$ cat config.mk
export PLATFORM = sky130hd
export DESIGN_NAME = transmitter_transfer_control
export DESIGN_NICKNAME = d
export VERILOG_FILES = /design/src/hdl/xfer_pkg.sv /design/src/hdl/tick_gen.sv /design/src/hdl/qual_timer.sv /design/src/hdl/transmitter_transfer_control.sv
export SDC_FILE = /design/constraint.sdc
export NUM_CORES = 1
export LEC_CHECK = 0
export ABC_AREA = 0
export BUFFER_PORTS_ARGS = -buffer_cell sky130_fd_sc_hd__buf_4
export CORE_ASPECT_RATIO = 1.4
export CORE_UTILIZATION = 40
export DETAILED_ROUTE_END_ITERATION = 7
export PLACE_DENSITY = 0.64
export SYNTH_ARGS = -nofsm -noshare
export SYNTH_HDL_FRONTEND = slang
export SYNTH_SLANG_ARGS = --single-unit
$ cat constraint.sdc
create_clock -name pclk -period 4.2 [get_ports pclk]
set_clock_uncertainty 0.15 [all_clocks]
set_input_delay 0.84 -clock pclk [delete_from_list [all_inputs] [get_ports pclk]]
set_output_delay 0.84 -clock pclk [all_outputs]
set_load 0.03 [all_outputs]
$ cat src/hdl/xfer_pkg.sv
`default_nettype none
package xfer_pkg;
  // timebase
  localparam int unsigned CLK_PERIOD_NS = 50;
  localparam int unsigned TICK_PERIOD_NS = 100_000_000;
  localparam int unsigned TICK_CYCLES = TICK_PERIOD_NS / CLK_PERIOD_NS;
  localparam int unsigned DLY_W = 12;
  localparam int unsigned LVL_W = 10;
  // register offsets
  localparam logic [7:0] OFF_CTRL = 8'h00;
  localparam logic [7:0] OFF_AUD_CHG_DLY = 8'h04;
  localparam logic [7:0] OFF_AUD_RET_DLY = 8'h08;
  localparam logic [7:0] OFF_AUD_CHG_LVL = 8'h0c;
  localparam logic [7:0] OFF_AUD_RET_LVL = 8'h10;
  localparam logic [7:0] OFF_RF_CHG_DLY = 8'h14;
  localparam logic [7:0] OFF_STATUS = 8'h18;
  localparam logic [7:0] OFF_IRQ_STAT = 8'h1c;
  localparam logic [7:0] OFF_IRQ_MASK = 8'h20;
  // control field positions
  localparam int unsigned CTRL_AUDIO_AUTO = 0;
  localparam int unsigned CTRL_AUDIO_BACKUP = 1;
  localparam int unsigned CTRL_MAINT = 2;
  localparam int unsigned CTRL_RF_ON = 3;
  localparam int unsigned CTRL_RF_AUTO = 4;
  localparam int unsigned CTRL_ACTIVE_TX2 = 5;
  localparam int unsigned CTRL_W = 6;
  localparam logic [5:0] CTRL_RST = 6'h11;
  // delays in 0.1 s ticks, levels in 0.1 db below full scale
  localparam logic [11:0] DLY_DEFAULT = 12'hbb8;
  localparam logic [11:0] DLY_MAX = 12'hbb8;
  localparam logic [11:0] AUD_DLY_MIN = 12'h001;
  localparam logic [11:0] RF_DLY_MIN = 12'h046;
  localparam logic [9:0] LVL_DEFAULT = 10'h258;
  localparam logic [9:0] LVL_MIN = 10'h001;
  localparam logic [9:0] LVL_MAX = 10'h258;
  // interrupt bits
  localparam int unsigned IRQ_AUD_BACKUP = 0;
  localparam int unsigned IRQ_AUD_MAIN = 1;
  localparam int unsigned IRQ_RF_XFER = 2;
  localparam int unsigned IRQ_REJECT = 3;
  localparam int unsigned IRQ_W = 4;
  localparam logic [3:0] IRQ_MASK_RST = 4'h0;
  typedef enum logic {AUD_MAIN = 1'b0, AUD_BACKUP = 1'b1} audio_src_e;
endpackage
`default_nettype wire

$ cat src/hdl/tick_gen.sv
`timescale 1ns/1ps
`default_nettype none
module tick_gen #(
  parameter int unsigned CYCLES = xfer_pkg::TICK_CYCLES
) (
  // clock and reset
  input wire logic pclk,
  input wire logic presetn,
  // one-cycle pulse per period
  output logic tick
);
  localparam int unsigned W = (CYCLES > 1) ? $clog2(CYCLES) : 1;
  logic [W-1:0] cnt_r;
  logic [W-1:0] cnt_nxt;
  logic tick_r;
  logic tick_nxt;

  // free running divider
  always_comb
  begin
    tick_nxt = (cnt_r == W'(CYCLES - 1));
    cnt_nxt = tick_nxt ? '0 : cnt_r + 1'b1;
  end

  always_ff @(posedge pclk or negedge presetn)
  begin
    if (!presetn)
    begin
      cnt_r <= '0;
      tick_r <= 1'b0;
    end
    else
    begin
      cnt_r <= cnt_nxt;
      tick_r <= tick_nxt;
    end
  end

  assign tick = tick_r;
endmodule // tick_gen
`default_nettype wire

$ cat src/hdl/qual_timer.sv
`timescale 1ns/1ps
`default_nettype none
module qual_timer #(
  parameter int unsigned W = xfer_pkg::DLY_W
) (
  // clock and reset
  input wire logic pclk,
  input wire logic presetn,
  // timebase and condition
  input wire logic tick,
  input wire logic cond,
  input wire logic [W-1:0] limit,
  // condition held for limit ticks
  output logic expired
);
  logic [W-1:0] cnt_r;
  logic [W-1:0] cnt_nxt;
  logic exp_r;
  logic exp_nxt;

  // restarts whenever the condition drops, saturates at the limit
  always_comb
  begin
    if (!cond)
      cnt_nxt = '0;
    else if (tick && cnt_r < limit)
      cnt_nxt = cnt_r + 1'b1;
    else
      cnt_nxt = cnt_r;
    exp_nxt = cond && (cnt_nxt >= limit);
  end

  always_ff @(posedge pclk or negedge presetn)
  begin
    if (!presetn)
    begin
      cnt_r <= '0;
      exp_r <= 1'b0;
    end
    else
    begin
      cnt_r <= cnt_nxt;
      exp_r <= exp_nxt;
    end
  end

  assign expired = exp_r;
endmodule // qual_timer
`default_nettype wire

$ cat src/hdl/transmitter_transfer_control.sv
// Summary of operation
// - auto audio: main until low past delay
// - auto: back to main after return delay
// - manual audio: selected source, no changeover
// - normal mode: standby muted, auto rf allowed
// - maintenance: standby on only with interlocks
// - maintenance blocks automatic rf changeover
// - rf on: on-air enabled, standby conditional
// - rf off: both transmitters muted
// - rf controlled by mute commands only
// - audio delay 0.1 to 300 s, default 300
// - audio delay ignored in manual mode
// - remote audio mode equals local button
// - remote rf on/off equals local button
// - return level not below changeover level
// - rf delay 7 to 300 s, reject others
// - auto rf: transfer when main low past delay
//
// The implementer's own choices: the register addresses and the APB interface to the registers.
`timescale 1ns/1ps
`default_nettype none
module transmitter_transfer_control #(
  parameter int unsigned TICK_CYCLES = xfer_pkg::TICK_CYCLES
) (
  // clock and reset
  input wire logic pclk,
  input wire logic presetn,
  // apb slave
  input wire logic psel,
  input wire logic penable,
  input wire logic pwrite,
  input wire logic [7:0] paddr,
  input wire logic [31:0] pwdata,
  output logic [31:0] prdata,
  output logic pready,
  output logic pslverr,
  // front panel buttons, one-cycle pulses
  input wire logic btn_audio_auto,
  input wire logic btn_audio_manual,
  input wire logic btn_rf_on,
  input wire logic btn_rf_off,
  // measurements and interlocks
  input wire logic [9:0] main_audio_atten,
  input wire logic main_rf_low,
  input wire logic sys_interlock_ok,
  input wire logic dummy_interlock_ok,
  // outputs
  output logic tx1_mute,
  output logic tx2_mute,
  output logic audio_backup_sel,
  output logic irq
);
  function automatic logic in_range(input logic [11:0] v, input logic [11:0] lo,
                                    input logic [11:0] hi);
    in_range = (v >= lo) && (v <= hi);
  endfunction

  logic tick;
  logic aud_chg_exp;
  logic aud_ret_exp;
  logic rf_exp;
  logic [5:0] ctrl_r, ctrl_nxt;
  logic [11:0] aud_chg_dly_r, aud_chg_dly_nxt;
  logic [11:0] aud_ret_dly_r, aud_ret_dly_nxt;
  logic [11:0] rf_dly_r, rf_dly_nxt;
  logic [9:0] chg_lvl_r, chg_lvl_nxt;
  logic [9:0] ret_lvl_r, ret_lvl_nxt;
  logic [3:0] irq_stat_r, irq_stat_nxt;
  logic [3:0] irq_mask_r, irq_mask_nxt;
  xfer_pkg::audio_src_e aud_r, aud_nxt;
  logic xfer_r, xfer_nxt;
  logic tx1_mute_r, tx1_mute_nxt;
  logic tx2_mute_r, tx2_mute_nxt;
  logic irq_r, irq_nxt;
  logic [31:0] prdata_r, prdata_nxt;
  logic pready_r, pready_nxt;
  logic pslverr_r, pslverr_nxt;
  logic wr;
  logic hit;
  logic reject;
  logic [3:0] ev;
  logic onair_tx2;
  logic onair_mute;
  logic standby_mute;

  tick_gen #(.CYCLES(TICK_CYCLES)) u_tick (
    .pclk(pclk),
    .presetn(presetn),
    .tick(tick)
  );

  // audio changeover qualified only in auto mode on main
  qual_timer #(.W(xfer_pkg::DLY_W)) u_aud_chg (
    .pclk(pclk),
    .presetn(presetn),
    .tick(tick),
    .cond(ctrl_r[xfer_pkg::CTRL_AUDIO_AUTO] && aud_r == xfer_pkg::AUD_MAIN
          && main_audio_atten > chg_lvl_r),
    .limit(aud_chg_dly_r),
    .expired(aud_chg_exp)
  );

  qual_timer #(.W(xfer_pkg::DLY_W)) u_aud_ret (
    .pclk(pclk),
    .presetn(presetn),
    .tick(tick),
    .cond(ctrl_r[xfer_pkg::CTRL_AUDIO_AUTO] && aud_r == xfer_pkg::AUD_BACKUP
          && main_audio_atten < ret_lvl_r),
    .limit(aud_ret_dly_r),
    .expired(aud_ret_exp)
  );

  // maintenance and rf off both hold the rf timer in restart
  qual_timer #(.W(xfer_pkg::DLY_W)) u_rf (
    .pclk(pclk),
    .presetn(presetn),
    .tick(tick),
    .cond(ctrl_r[xfer_pkg::CTRL_RF_AUTO] && !ctrl_r[xfer_pkg::CTRL_MAINT]
          && ctrl_r[xfer_pkg::CTRL_RF_ON] && !xfer_r && main_rf_low),
    .limit(rf_dly_r),
    .expired(rf_exp)
  );

  // apb: setup cycle loads answer, access cycle has pready high
  assign wr = psel && penable && pready_r && pwrite;
  always_comb
  begin
    hit = 1'b1;
    case (paddr)
      xfer_pkg::OFF_CTRL: prdata_nxt = {26'h0, ctrl_r};
      xfer_pkg::OFF_AUD_CHG_DLY: prdata_nxt = {20'h0, aud_chg_dly_r};
      xfer_pkg::OFF_AUD_RET_DLY: prdata_nxt = {20'h0, aud_ret_dly_r};
      xfer_pkg::OFF_AUD_CHG_LVL: prdata_nxt = {22'h0, chg_lvl_r};
      xfer_pkg::OFF_AUD_RET_LVL: prdata_nxt = {22'h0, ret_lvl_r};
      xfer_pkg::OFF_RF_CHG_DLY: prdata_nxt = {20'h0, rf_dly_r};
      xfer_pkg::OFF_STATUS: prdata_nxt = {26'h0, dummy_interlock_ok, sys_interlock_ok,
                                          tx2_mute_r, tx1_mute_r, onair_tx2, aud_r};
      xfer_pkg::OFF_IRQ_STAT: prdata_nxt = {28'h0, irq_stat_r};
      xfer_pkg::OFF_IRQ_MASK: prdata_nxt = {28'h0, irq_mask_r};
      default:
      begin
        prdata_nxt = 32'h0;
        hit = 1'b0;
      end
    endcase
    pready_nxt = psel && !penable;
    pslverr_nxt = pready_nxt && !hit;
  end

  // settings registers; out-of-range values keep the old setting
  always_comb
  begin
    ctrl_nxt = ctrl_r;
    aud_chg_dly_nxt = aud_chg_dly_r;
    aud_ret_dly_nxt = aud_ret_dly_r;
    rf_dly_nxt = rf_dly_r;
    chg_lvl_nxt = chg_lvl_r;
    ret_lvl_nxt = ret_lvl_r;
    irq_mask_nxt = irq_mask_r;
    reject = 1'b0;
    if (wr)
    begin
      case (paddr)
        xfer_pkg::OFF_CTRL: ctrl_nxt = pwdata[5:0];
        xfer_pkg::OFF_AUD_CHG_DLY:
          if (in_range(pwdata[11:0], xfer_pkg::AUD_DLY_MIN, xfer_pkg::DLY_MAX)
              && pwdata[31:12] == 20'h0)
            aud_chg_dly_nxt = pwdata[11:0];
          else
            reject = 1'b1;
        xfer_pkg::OFF_AUD_RET_DLY:
          if (in_range(pwdata[11:0], xfer_pkg::AUD_DLY_MIN, xfer_pkg::DLY_MAX)
              && pwdata[31:12] == 20'h0)
            aud_ret_dly_nxt = pwdata[11:0];
          else
            reject = 1'b1;
        xfer_pkg::OFF_RF_CHG_DLY:
          if (in_range(pwdata[11:0], xfer_pkg::RF_DLY_MIN, xfer_pkg::DLY_MAX)
              && pwdata[31:12] == 20'h0)
            rf_dly_nxt = pwdata[11:0];
          else
            reject = 1'b1;
        // less attenuation means more amplitude
        xfer_pkg::OFF_AUD_CHG_LVL:
          if (in_range({2'b0, pwdata[9:0]}, {2'b0, xfer_pkg::LVL_MIN}, {2'b0, xfer_pkg::LVL_MAX})
              && pwdata[31:10] == 22'h0 && ret_lvl_r <= pwdata[9:0])
            chg_lvl_nxt = pwdata[9:0];
          else
            reject = 1'b1;
        xfer_pkg::OFF_AUD_RET_LVL:
          if (in_range({2'b0, pwdata[9:0]}, {2'b0, xfer_pkg::LVL_MIN}, {2'b0, xfer_pkg::LVL_MAX})
              && pwdata[31:10] == 22'h0 && pwdata[9:0] <= chg_lvl_r)
            ret_lvl_nxt = pwdata[9:0];
          else
            reject = 1'b1;
        xfer_pkg::OFF_IRQ_MASK: irq_mask_nxt = pwdata[3:0];
        default: reject = 1'b0;
      endcase
    end
    // a button acts on its own field just like a remote write
    if (btn_audio_auto)
      ctrl_nxt[xfer_pkg::CTRL_AUDIO_AUTO] = 1'b1;
    if (btn_audio_manual)
      ctrl_nxt[xfer_pkg::CTRL_AUDIO_AUTO] = 1'b0;
    if (btn_rf_on)
      ctrl_nxt[xfer_pkg::CTRL_RF_ON] = 1'b1;
    if (btn_rf_off)
      ctrl_nxt[xfer_pkg::CTRL_RF_ON] = 1'b0;
  end

  // audio source and rf transfer state
  always_comb
  begin
    aud_nxt = aud_r;
    ev = 4'h0;
    if (!ctrl_r[xfer_pkg::CTRL_AUDIO_AUTO])
      aud_nxt = xfer_pkg::audio_src_e'(ctrl_r[xfer_pkg::CTRL_AUDIO_BACKUP]);
    else
      case (aud_r)
        xfer_pkg::AUD_MAIN:
          if (aud_chg_exp)
          begin
            aud_nxt = xfer_pkg::AUD_BACKUP;
            ev[xfer_pkg::IRQ_AUD_BACKUP] = 1'b1;
          end
        xfer_pkg::AUD_BACKUP:
          if (aud_ret_exp)
          begin
            aud_nxt = xfer_pkg::AUD_MAIN;
            ev[xfer_pkg::IRQ_AUD_MAIN] = 1'b1;
          end
        default: aud_nxt = xfer_pkg::AUD_MAIN;
      endcase
    // new active transmitter selection cancels a transfer
    if (wr && paddr == xfer_pkg::OFF_CTRL
        && pwdata[xfer_pkg::CTRL_ACTIVE_TX2] != ctrl_r[xfer_pkg::CTRL_ACTIVE_TX2])
      xfer_nxt = 1'b0;
    else
      xfer_nxt = xfer_r || (rf_exp && !ctrl_r[xfer_pkg::CTRL_MAINT]);
    // timer output lags a cycle, so maintenance gates the transfer itself too
    ev[xfer_pkg::IRQ_RF_XFER] = rf_exp && !xfer_r && !ctrl_r[xfer_pkg::CTRL_MAINT];
    ev[xfer_pkg::IRQ_REJECT] = reject;
  end

  // mute commands; standby stays inhibited outside maintenance
  assign onair_tx2 = ctrl_r[xfer_pkg::CTRL_ACTIVE_TX2] ^ xfer_r;
  assign onair_mute = !ctrl_r[xfer_pkg::CTRL_RF_ON];
  assign standby_mute = !(ctrl_r[xfer_pkg::CTRL_RF_ON] && ctrl_r[xfer_pkg::CTRL_MAINT]
                          && sys_interlock_ok && dummy_interlock_ok);
  always_comb
  begin
    tx1_mute_nxt = onair_tx2 ? standby_mute : onair_mute;
    tx2_mute_nxt = onair_tx2 ? onair_mute : standby_mute;
    // set wins over a same-cycle write-one clear
    irq_stat_nxt = irq_stat_r;
    if (wr && paddr == xfer_pkg::OFF_IRQ_STAT)
      irq_stat_nxt = irq_stat_r & ~pwdata[3:0];
    irq_stat_nxt = irq_stat_nxt | ev;
    irq_nxt = |(irq_stat_nxt & irq_mask_nxt);
  end

  always_ff @(posedge pclk or negedge presetn)
  begin
    if (!presetn)
    begin
      ctrl_r <= xfer_pkg::CTRL_RST;
      aud_chg_dly_r <= xfer_pkg::DLY_DEFAULT;
      aud_ret_dly_r <= xfer_pkg::DLY_DEFAULT;
      rf_dly_r <= xfer_pkg::DLY_DEFAULT;
      chg_lvl_r <= xfer_pkg::LVL_DEFAULT;
      ret_lvl_r <= xfer_pkg::LVL_DEFAULT;
      irq_stat_r <= 4'h0;
      irq_mask_r <= xfer_pkg::IRQ_MASK_RST;
      aud_r <= xfer_pkg::AUD_MAIN;
      xfer_r <= 1'b0;
      tx1_mute_r <= 1'b1;
      tx2_mute_r <= 1'b1;
      irq_r <= 1'b0;
      prdata_r <= 32'h0;
      pready_r <= 1'b0;
      pslverr_r <= 1'b0;
    end
    else
    begin
      ctrl_r <= ctrl_nxt;
      aud_chg_dly_r <= aud_chg_dly_nxt;
      aud_ret_dly_r <= aud_ret_dly_nxt;
      rf_dly_r <= rf_dly_nxt;
      chg_lvl_r <= chg_lvl_nxt;
      ret_lvl_r <= ret_lvl_nxt;
      irq_stat_r <= irq_stat_nxt;
      irq_mask_r <= irq_mask_nxt;
      aud_r <= aud_nxt;
      xfer_r <= xfer_nxt;
      tx1_mute_r <= tx1_mute_nxt;
      tx2_mute_r <= tx2_mute_nxt;
      irq_r <= irq_nxt;
      prdata_r <= prdata_nxt;
      pready_r <= pready_nxt;
      pslverr_r <= pslverr_nxt;
    end
  end

  assign prdata = prdata_r;
  assign pready = pready_r;
  assign pslverr = pslverr_r;
  assign tx1_mute = tx1_mute_r;
  assign tx2_mute = tx2_mute_r;
  assign audio_backup_sel = aud_r;
  assign irq = irq_r;
endmodule // transmitter_transfer_control
`default_nettype wire

==> flow_metrics.tcl <==
set metrics [dict create \
    status "complete, no violations" \
    min_path_cells 1 \
    r2r-end "u_aud_chg.expired" \
    fin_ws_ns 0.219 \
    detail-route-antenna-nets 0 \
    initialDrtViolationCount 476 \
    num_rows 67 \
    grt_pass1_wl_microns 42100 \
    coreArea_sq_um 23900 \
    grt_antenna_before_repair 0 \
    ys_types 76 \
    crit_type "flop to flop" \
    async_flop_share_pct 100 \
    ios 100 \
    post-place-ws_ns -0.0316 \
    dr.pass1.iters 5 \
    clockRootBuffer "clkbuf_16" \
    grtUsageMet2_pct 38.5 \
    wl_per_cell_microns 18.1 \
    cts_max_level 4 \
    p_clk_share_pct 49.1 \
    pwr-share-comb_pct 6.7 \
    p_seq_share_pct 44.2 \
    grt_remaining_overflow 0 \
    hold_buffers 0 \
    grt_max_degree 93 \
    dp_hpwl_microns 19800 \
    setup.worst_path.end_class "flop" \
    fillers 2274 \
    drc 0 \
    grt_pass1_vias 7927 \
    fmax_mhz 251 \
    vdd_drop_max_mv 0.251 \
    fin_util_pct 47.2 \
    seqCellArea_sq_um 3790 \
    cpMostUsedCell "a21o_1" \
    multi_input_area_sq_um 5420 \
    ys_ff_latch 150 \
    numCtsBuffers 17 \
    fin_area_sq_um 11300 \
    crit_fanout 6 \
    synth_edf_count 0 \
    min_from "u_tick.cnt_r[4]" \
    avgSynthCellArea_sq_um 9.35 \
    reg2reg_from "aud_chg_dly_r[8]" \
    io_buffers 79 \
    die_w_microns 134 \
    seq_area_frac_synth_pct 39.1 \
    synthCells 1037 \
    syn_area_sq_um 9700 \
    die_y_microns 186 \
    slowest_stage "dfstp_2" \
    min_period_ns 3.98 \
    ff2ff_path_depth 17 \
    power_switching_uw 819 \
    hold_path_class "flop to flop" \
    crit_arrival_ns 4.16 \
    cts_tree "done" \
    n_antenna_cell 0 \
    grt_busiest_layer "met2" \
    finalCritPeriodShare_pct 94.8 \
    required_ns 4.37 \
    fin_setup_tns_ns 0 \
    grt_util_met1_pct 26.8 \
    hold_viol 0 \
    worst_slew_pin_slew_ns 1.08 \
    area_growth_pct 16.3 \
    p_per_area_nw_per_um2 293 \
    switching_share_pct 24.8 \
    vias_per_cell 5.60 \
    gr-usage-met3_pct 3.39 \
    cp-start-kind "flop" \
    cts_buffer_depth 2 \
    initial_core_util_pct 40.6 \
    drive_gt1_share_pct 17.0 \
    cts.sinks 150 \
    internal-power_uw 2490 \
    grt_use_total_pct 21.9 \
    placed_cell_area_sq_um 10600 \
    die_area_sq_um 24900 \
    maxSlewViolCount 0 \
    slowest_delay_ns 0.54 \
    ys.flop_type "dfrtp_1" \
    leakagePower_uw 0.00514 \
    drt_wl_total_microns 26300 \
    yosys_warnings 0 \
    min_to "u_tick.cnt_r[4]" \
    clk_pin_slew_worst_paths_ns 0.07 \
    setup_viol 0 \
    final_cell_mix "dfrtp_1 (117), nand2_1 (115), ha_1 (112)" \
    maxCapViolCount 0 \
    slew_headroom_pct 27.4 \
    final_nets 1300 \
    final_common_cell "dfrtp_1" \
    cp_cell_sequence "inv_1, ha_1, a21o_1, a21o_1, a21o_1, a211o_1, a2111o_1, xnor2_1, and2_1, ha_1, a21o_1, a21o_1, a21oi_1, o31a_1, o21ai_0, nand3_1, a21oi_1" \
    clk_latency_ns 0.44 \
    r2r_slack_ns 0.22 \
    via_count 8111 \
    routabilityCongestion 0.846 \
]
==> logic make-up (layout without fill, tap and decap cells) <==
logic type               Yosys count  in the layout  share of synthesized area, %
XOR/XNOR                          37             37                          3.34
AND/OR/NAND/NOR                  338            338                          17.8
flip-flops                       150            150                          39.1
buffers and inverters            130            213                          6.06
adder cells (fa/ha/maj)          112            112                          14.4
other                              1             20                        0.0387
AO/OA/AOI/OAI                    241            241                          16.2
multiplexers                      28             28                          2.98
==> through the flow <==
stage | cells | hold slack (ns) | total power [uW]
after floorplan | 1056 | 0.288 | 1600
after global placement | 1412 | 0.307 | 1710
after detailed placement | 1412 | 0.310 | 1710
after CTS | 1444 | 0.321 | 3330
after global routing | 1449 | 0.347 | 3410
final | 1449 | 0.317 | 3310
==> routing by layer <==
layer / up-vias / routed length [microns]
met2: 205 / 13300
li1: 3872 / -
met4: 0 / 687
met5: - / 0
met1: 3980 / 11300
met3: 54 / 1020
==> Yosys cell counts (10+ instances only) <==
cell type	number	area (sq um)
a211oi_1	17	128
a21o_1	19	143
a21oi_1	41	205
and3_1	11	68.8
buf_4	20	150
clkbuf_1	17	63.8
dfrtp_1	117	2930
dfstp_2	33	867
ha_1	112	1400
inv_1	82	308
mux2i_1	21	210
nand2_1	115	432
nand2b_1	19	119
nand3_1	33	165
nand4_1	18	113
nor2_1	65	244
nor4_1	12	75.1
o21ai_0	80	400
o21ai_1	12	60.1
or4_1	10	75.1
xnor2_1	18	158
xor2_1	19	166
==> flip-flops by register name, indices dropped and copies added (netlist names), 4 cells and up <==
register and count:
aud_ret_dly_r 12, u_tick.cnt_r 21, rf_dly_r 12, irq_mask_r 4, u_rf.cnt_r 12, chg_lvl_r 10
prdata 12, irq_stat_r 4, ctrl_r 6, aud_chg_dly_r 12, ret_lvl_r 10, u_aud_chg.cnt_r 12
u_aud_ret.cnt_r 12
==> what timing repair did <==
action                     CTS  global route
setup buffers                0             5
hold endpoints to repair     0             0
gates resized for setup      0             5
setup endpoints to repair    0             2
==> power groups by stage <==
stage                     Clock [uW]  Combinational [uW]  Sequential [uW]
after detailed placement           0                 220             1490
after floorplan                    0                 104             1490
after CTS                       1650                 221             1460
after global placement             0                 218             1490
final                           1630                 221             1460
after global routing            1700                 242             1460
==> worst max path at each step <==
stage,endpoint,cells past startpoint,start
final,u_aud_chg.expired,17,aud_chg_dly_r[8]
after global routing,u_rf.expired,14,rf_dly_r[9]
after CTS,u_rf.expired,17,rf_dly_r[9]
after detailed placement,u_aud_ret.expired,16,main_audio_atten[1]
after floorplan,u_rf.expired,14,rf_dly_r[9]
after global placement,u_aud_ret.expired,16,main_audio_atten[1]
==> final cells by class <==
| type | count | area share (%) |
|---|---|---|
| Tap cell | 310 | 3.44 |
| Timing Repair Buffer | 99 | 6.73 |
| Inverter | 82 | 2.73 |
| Clock inverter | 13 | 1.54 |
| Multi-Input combinational cell | 776 | 48.0 |
| Sequential cell | 150 | 33.6 |
| Clock buffer | 19 | 3.93 |
==> worst max-delay path: cells and delay by family (launching register included) <==
kind | cells | cell delay (ns)
AOI/OAI and AO/OA | 11 | 2.13
adders and majority gates | 2 | 0.60
DFF | 1 | 0.54
and+or+nand+nor | 2 | 0.26
xor gates and xnor gates | 1 | 0.12
buffers and inverters | 1 | 0.06
(Power assumes the default switching activity.)
